===== src/mme_cfg.svh =====
`ifndef MME_CFG_SVH
`define MME_CFG_SVH
`define MME_PA0_ENTRY 1'b1
`define MME_PA1_ENTRY 1'b0
`define MME_PB0_ENTRY 1'b1
`define MME_PB1_ENTRY 1'b0
`define MME_BLANK_BYTE 8'hff
`define MME_DIVSEL_REF 1'b0
`define MME_WD_DIS_RST 1'b0
`define MME_HALF_RST 1'b1
`endif


===== src/mme_pkg.sv =====
package mme_pkg;
  typedef enum logic [1:0] {
    MME_USER,
    MME_NORMAL_MON,
    MME_FORCED_MON
  } mme_mode_t;
endpackage


===== src/mme_top.sv =====
// Operation
// - Normal monitor: high IRQ, port pattern 1010
// - Normal monitor divider pin 0 ref clock, 1 half
// - Forced monitor without high voltage, blank vectors
// - Forced: IRQ normal, reset normal, A=10
// - Forced monitor ignores all port B pins
// - Watchdog always disabled in forced monitor
// - Normal monitor: watchdog off while high voltage
// - Afterwards only software disable bit stops watchdog
`include "mme_cfg.svh"
module mme_top (
  // Clock and reset
  input wire logic i_clk_sys,
  input wire logic i_rst_b,
  // Entry pins
  input wire logic i_irq_test_high_voltage,
  input wire logic i_rst_test_high_voltage,
  input wire logic i_port_a_bit0,
  input wire logic i_port_a_bit1,
  input wire logic i_port_b_bit0,
  input wire logic i_port_b_bit1,
  input wire logic i_divider_select_pin,
  // Reset vector bytes
  input wire logic [7:0] i_rst_vec_hi,
  input wire logic [7:0] i_rst_vec_lo,
  // Software disable bit from first config register
  input wire logic i_watchdog_disable_bit,
  // Mode and clocking
  output logic o_normal_mon,
  output logic o_forced_mon,
  output logic o_gen_half,
  output logic o_gen_en,
  output logic o_bus_en,
  output logic o_watchdog_disable
);
  // Mode group
  mme_pkg::mme_mode_t mode_q;
  mme_pkg::mme_mode_t mode_d;
  logic normal_q;
  logic normal_d;
  logic forced_q;
  logic forced_d;

  // Arm and divider groups
  logic armed_q;
  logic armed_d;
  logic half_q;
  logic half_d;

  // Watchdog group
  logic wd_q;
  logic wd_d;

  // Enable group
  logic gen_en_w;
  logic bus_en_w;
  logic gen_en_q;
  logic gen_en_d;
  logic bus_en_q;
  logic bus_en_d;

  // Entry decode
  logic pa0_ok;
  logic pa1_ok;
  logic pb0_ok;
  logic pb1_ok;
  logic hi_blank;
  logic lo_blank;
  logic blank;
  logic a_ok;
  logic b_ok;
  logic irq_hv;
  logic rst_hv;
  logic any_hv;
  logic normal_ok;
  logic forced_ok;
  logic div_ref;

  // Each entry pin compared on its own against its level
  always_comb begin
    pa0_ok = (i_port_a_bit0 == `MME_PA0_ENTRY);
    pa1_ok = (i_port_a_bit1 == `MME_PA1_ENTRY);
    pb0_ok = (i_port_b_bit0 == `MME_PB0_ENTRY);
    pb1_ok = (i_port_b_bit1 == `MME_PB1_ENTRY);
    hi_blank = (i_rst_vec_hi == `MME_BLANK_BYTE);
    lo_blank = (i_rst_vec_lo == `MME_BLANK_BYTE);
    blank = hi_blank && lo_blank;
    a_ok = pa0_ok && pa1_ok;
    b_ok = pb0_ok && pb1_ok;
    irq_hv = i_irq_test_high_voltage;
    rst_hv = i_rst_test_high_voltage;
    any_hv = irq_hv || rst_hv;
    normal_ok = irq_hv && a_ok && b_ok;
    // Port B left out: forced entry needs no fixture on it
    forced_ok = !any_hv && a_ok && blank;
    div_ref = (i_divider_select_pin == `MME_DIVSEL_REF);
  end

  // Arm flag marks the single sampling cycle after release
  always_comb begin
    armed_d = armed_q;
    if (!armed_q) begin
      armed_d = 1'b1;
    end
  end

  always_ff @(posedge i_clk_sys) begin
    if (!i_rst_b) begin
      armed_q <= 1'b0;
    end else begin
      armed_q <= armed_d;
    end
  end

  // Pins caught on first clock after release; mode then frozen
  always_comb begin
    mode_d = mode_q;
    normal_d = normal_q;
    forced_d = forced_q;
    if (!armed_q) begin
      if (normal_ok) begin
        mode_d = mme_pkg::MME_NORMAL_MON;
      end else if (forced_ok) begin
        mode_d = mme_pkg::MME_FORCED_MON;
      end else begin
        mode_d = mme_pkg::MME_USER;
      end
      // Flags kept in flops so outputs carry no decode
      normal_d = (mode_d == mme_pkg::MME_NORMAL_MON);
      forced_d = (mode_d == mme_pkg::MME_FORCED_MON);
    end
  end

  always_ff @(posedge i_clk_sys) begin
    if (!i_rst_b) begin
      mode_q <= mme_pkg::MME_USER;
      normal_q <= 1'b0;
      forced_q <= 1'b0;
    end else begin
      mode_q <= mode_d;
      normal_q <= normal_d;
      forced_q <= forced_d;
    end
  end

  // Forced and user entry ignore the divider pin
  always_comb begin
    half_d = half_q;
    if (!armed_q) begin
      half_d = 1'b1;
      if (normal_ok) begin
        half_d = !div_ref;
      end
    end
  end

  always_ff @(posedge i_clk_sys) begin
    if (!i_rst_b) begin
      half_q <= `MME_HALF_RST;
    end else begin
      half_q <= half_d;
    end
  end

  // Watchdog disable follows high voltage live in normal monitor
  always_comb begin
    case (mode_q)
      mme_pkg::MME_FORCED_MON: begin
        wd_d = 1'b1;
      end
      mme_pkg::MME_NORMAL_MON: begin
        wd_d = any_hv || i_watchdog_disable_bit;
      end
      mme_pkg::MME_USER: begin
        wd_d = i_watchdog_disable_bit;
      end
      default: begin
        wd_d = `MME_WD_DIS_RST;
      end
    endcase
    // Mode not yet settled on the sampling cycle
    if (!armed_q) begin
      wd_d = `MME_WD_DIS_RST;
    end
  end

  always_ff @(posedge i_clk_sys) begin
    if (!i_rst_b) begin
      wd_q <= `MME_WD_DIS_RST;
    end else begin
      wd_q <= wd_d;
    end
  end

  // Enables re-timed so every output leaves a flip-flop
  always_comb begin
    gen_en_d = gen_en_w;
    bus_en_d = bus_en_w;
  end

  always_ff @(posedge i_clk_sys) begin
    if (!i_rst_b) begin
      gen_en_q <= 1'b0;
      bus_en_q <= 1'b0;
    end else begin
      gen_en_q <= gen_en_d;
      bus_en_q <= bus_en_d;
    end
  end

  // Divider runs from reset so enables settle early
  mme_div u_div (
    .i_clk_sys(i_clk_sys),
    .i_rst_b(i_rst_b),
    .i_half(half_q),
    .o_gen_en(gen_en_w),
    .o_bus_en(bus_en_w)
  );

  assign o_normal_mon = normal_q;
  assign o_forced_mon = forced_q;
  assign o_gen_half = half_q;
  assign o_gen_en = gen_en_q;
  assign o_bus_en = bus_en_q;
  assign o_watchdog_disable = wd_q;
endmodule


===== src/mme_div.sv =====
`include "mme_cfg.svh"
module mme_div (
  // Clock and reset
  input wire logic i_clk_sys,
  input wire logic i_rst_b,
  // Control
  input wire logic i_half,
  // Enables
  output logic o_gen_en,
  output logic o_bus_en
);
  logic [1:0] cnt_q;
  logic [1:0] cnt_d;

  always_comb begin
    cnt_d = cnt_q + 2'h1;
  end

  always_ff @(posedge i_clk_sys) begin
    if (!i_rst_b) begin
      cnt_q <= 2'h0;
    end else begin
      cnt_q <= cnt_d;
    end
  end

  // Generator output is reference or half; bus always half of generator
  assign o_gen_en = i_half ? cnt_q[0] : 1'b1;
  assign o_bus_en = i_half ? (cnt_q == 2'h3) : cnt_q[0];
endmodule


===== config.mk =====
export PLATFORM = sky130hd
export DESIGN_NAME = mme_top
export DESIGN_NICKNAME = d
export VERILOG_FILES = /design/src/mme_pkg.sv /design/src/mme_top.sv /design/src/mme_div.sv
export VERILOG_INCLUDE_DIRS = /design/src /design/src/src
export SDC_FILE = /design/constraint.sdc
export NUM_CORES = 1
export LEC_CHECK = 0
export BUFFER_PORTS_ARGS = -buffer_cell sky130_fd_sc_hd__buf_2
export CAP_MARGIN = 20
export CORE_AREA = 10 10 47 49
export CTS_CLUSTER_DIAMETER = 50
export DETAILED_ROUTE_END_ITERATION = 8
export DIE_AREA = 0 0 57 59
export PLACE_DENSITY = 0.66
export SYNTH_ARGS = -nofsm -noshare
export SYNTH_HDL_FRONTEND = slang
export SYNTH_SLANG_ARGS = --single-unit

===== constraint.sdc =====
create_clock -name i_clk_sys -period 1.7 [get_ports i_clk_sys]
set_input_delay 0.34 -clock i_clk_sys [delete_from_list [all_inputs] [get_ports i_clk_sys]]
set_output_delay 0.34 -clock i_clk_sys [all_outputs]
set_load 0.1 [all_outputs]

# Yosys cells after proc, flatten, opt, wreduce, memory -nomap -nowiden
# Index checks and enable logic that the tools add are counted.
# Widths: inputs -> output; s select.
[word_totals]
reg_bits = 11
latch_bits = 0
ramBits = 0
romBits = 0
out_inout_bits = 6
elab_cells = 39
mem_count = 0
[classes]
add_sub_neg = 1
n_mul = 0
div = 0
n_lt_le_gt_ge = 0
eq_ne = 7
n_shift = 0
muxes = 8
bitwise_logic = 2
n_reduce_logical = 12
[ops]
columns = ["cell", "count"]
rows = [
  ["$eq 8x8->1 const B", 2],
  ["$logic_and 1x1->1", 7],
  ["$eq 2x2->1 const B", 3],
  ["$mux 2", 3],
  ["$eq 2x1->1 const B", 2],
  ["$mux 1", 4],
  ["$pmux 1 s3", 1],
  ["$add 2x1->2 const B", 1],
  ["$logic_not 2->1", 1],
  ["$logic_or 1x1->1", 2],
  ["$not 1->1", 2],
  ["$reduce_and 2->1", 1],
  ["$logic_not 1->1", 1],
]

# Longest topological paths before layout
[depth]
depth_word = 8
depth_mapped = 3

# By module
# From an unflattened synthesis, not the netlist that was laid out.
[hier_totals]
hier_cells = 33
area_unflattened_um2 = 355.3
[by_module_without_submodules]
columns = ["module", "n_inst", "cells_per_inst", "area_per_inst_um2", "seq_area_each_um2"]
rows = [
  ["mme_top", 1, 26, 269.0, 140.1],
  ["mme_div", 1, 7, 86.3, 40.0],
]

# Worst setup path before layout
# Ideal clock, no wire load.
[synth_path]
path_kind = "reg-to-reg"
startpoint = "reg, netlist name o_normal_mon"
endpoint = "reg wd_q, in the netlist o_watchdog_disable"
setup_ns = 0.090
t_arrival_ns = 1.389
required_time_ns = 1.610
slack_ns = 0.221
stages_incl_launch_ff = 4
cell_sequence = "dfxtp_1 o21a_1 nor3_1 a211oi_1"
[synth_rtl]
columns = ["item", "line", "source"]
rows = [
  ["end signal, assigned", "mme_top.sv:189", "wd_q <= `MME_WD_DIS_RST;"],
  ["end signal, assigned", "mme_top.sv:191", "wd_q <= wd_d;"],
  ["end, declared", "mme_top.sv:51", "logic wd_q;"],
]

==> out/summary.txt <==
outcome: completed
Max-slew headroom: 67.7%
Placement Rows: 14
global-route wire length before repair: 1.57 mm
Final nets: 96
Netlist cell types: 18
Vias/cell: 4.35
flops & latches, synth: 9
Post-CTS Setup Bufs: 0
Hold Fails Final Rpt: 0
clock insertion delay at the later pin of the skew report: 0.25 ns
Least-Margin Pin Slew: 0.488 ns
die area: 3360 µm²
HPWL Detailed: 911 µm
TritonRoute pass-1 iters: 2
CP cell instances: buf_2
fin util: 39.0%
PortBufs: 31
commonest non-fill, non-tap cell in the layout: buf_2
largest net degree at the start of global routing: 10
clock buffer count from CTS: 3
WP data required: 1.36 ns
Bufs on Longest Clock Path: 2
Avg WL per Cell: 11.9 µm
Max-cap violations: 0
final setup TNS: 0 ns
core box area: 1400 µm²
Worst setup SP type: flop
share of layout cells above drive strength 1: 50.0%
register clock-pin slew on the reported worst setup and hold paths: 0.05 ns
Final Max Tran Viols: 0
period utilization: 84.8%
GP Congestion: 0.687
vias in the first global route: 348
I/O pin count: 32
peak supply drop: 0.399 mV
initial antenna violation count: 0
setup slack, reg-to-reg: 0.40 ns
gr ovfl total: 0
via count: 365
Initial Util: 24.6%
CTS H-tree lvls: 1
CP top delay family: buffers and inverters
WHS: 0.286 ns
synthesized area per cell: 10.5 µm²
RSZ-0062 raised after global routing: false
GRT Util Overall: 5.90%
Die Span X: 57 µm
Die Ht: 59 µm
kind of critical path: reg2out
Synth Net Count: 60
register area share after synthesis: 52.2%
DRC: 0
critical path fanouts, max: 4
Detail Route Antenna Nets: 0
pwr dens: 821 nW/µm²
# hold bufs at CTS: 0
skew final: 0.00323 ns
Bufs and invs on worst path: 1
most frequent cells in the layout: buf_2, dfxtp_1, nand4_1
Final min period: 1.44 ns
Critical Path Max Stage Delay: 0.46 ns
Sink Count: 9
DRT iter0 DRCs: 3
Critical Path Sink Type: output port
min-delay worst type: in2reg
final-layout fill cell count: 143
Cells after Synth: 33
Leakage: 0.277 nW
CP Data Arrival Time: 1.10 ns
total power: 0.449 mW
ANT cells: 0
synthesized area: 345 µm²
Area growth syn-to-layout: 58.3%
Total Routed Length: 1.00 mm
Final Setup Violations: 0
Peak Freq: 0.694 GHz
Yosys warning count: 0
post_cts resized: 0
Slowest-stage cell, CP: buf_2
CTS Root Cell: clkbuf_4
CTS tree: built
## path summary, 6_finish.rpt
kind                                           startpoint                        end  cells past startpoint
worst max register to register            armed_q$_DFF_P_    o_gen_half$_SDFFE_PN1N_                      3
worst min register to register  u_div.cnt_q[0]$_SDFF_PN0_  u_div.cnt_q[0]$_SDFF_PN0_                      1
worst max-delay path               mode_q[1]$_SDFFE_PN0N_               o_forced_mon                      1
worst min-delay path                              i_rst_b            armed_q$_DFF_P_                      1
## cells by family (layout without fill, tap and decap cells)
| family | after synthesis | count (layout) | synth area share (%) |
|---|---|---|---|
| AO/OA/AOI/OAI | 5 | 5 | 12.0 |
| flip-flops | 9 | 9 | 52.2 |
| AND/OR/NAND/NOR | 15 | 15 | 27.2 |
| buffers and inverters | 2 | 37 | 2.17 |
| adder cells (fa/ha/maj) | 1 | 1 | 3.62 |
| multiplexers | 1 | 1 | 2.90 |
## state kept, by name, summed over array words and instances (netlist names)
register,count
u_div.cnt_q,2
armed_q,1
mode_q,1
o_bus_en,1
o_gen_en,1
o_gen_half,1
o_normal_mon,1
o_watchdog_disable,1
## cells in the mapped netlist (all sizes together)
cell	count	area share [%]
mux2i	1	2.9
nand3	1	1.4
and2	1	1.8
dfxtp	9	52
a32o	1	2.9
nand4	4	7.2
a21boi	1	2.2
nand4bb	1	3.3
or4b	1	2.9
inv	2	2.2
o21a	1	2.2
nand2	2	2.2
nor2b	2	3.6
nor4	1	1.8
nor3	2	2.9
a211oi	1	2.2
ha	1	3.6
o22a	1	2.5
## power by group
part           internal (mW)  leakage, nW  switching, mW  total (mW)
Combinational         0.0304        0.188         0.0405      0.0709
Sequential             0.220       0.0739        0.00391       0.224
Clock                 0.0898       0.0150         0.0642       0.154
## metrics by stage
stage / cell area (µm²) / setup WS, ns / std cells
6_report: 547 / 0.259 / 84
2_1_floorplan: 345 / 0.221 / 33
3_3_place_gp: 520 / 0.275 / 80
3_5_place_dp: 520 / 0.269 / 80
4_1_cts: 547 / 0.253 / 84
5_1_grt: 547 / 0.223 / 84
## layout make-up
type	instances	area [µm²]	share of cell area, %
sequential	9	180	33.0
inverter	2	7.51	1.37
timing repair buffer	31	155	28.4
tap	16	20.0	3.66
clock buffer	4	26.3	4.81
multi-input combinational	22	158	28.8
## layer usage
layer	wire (µm)	GRT usage [%]
met1	345	5.75
met2	566	8.99
met4	0	1.01
met3	89	5.79
met5	0	0
No activity file was read; power rests on OpenSTA's default activity.
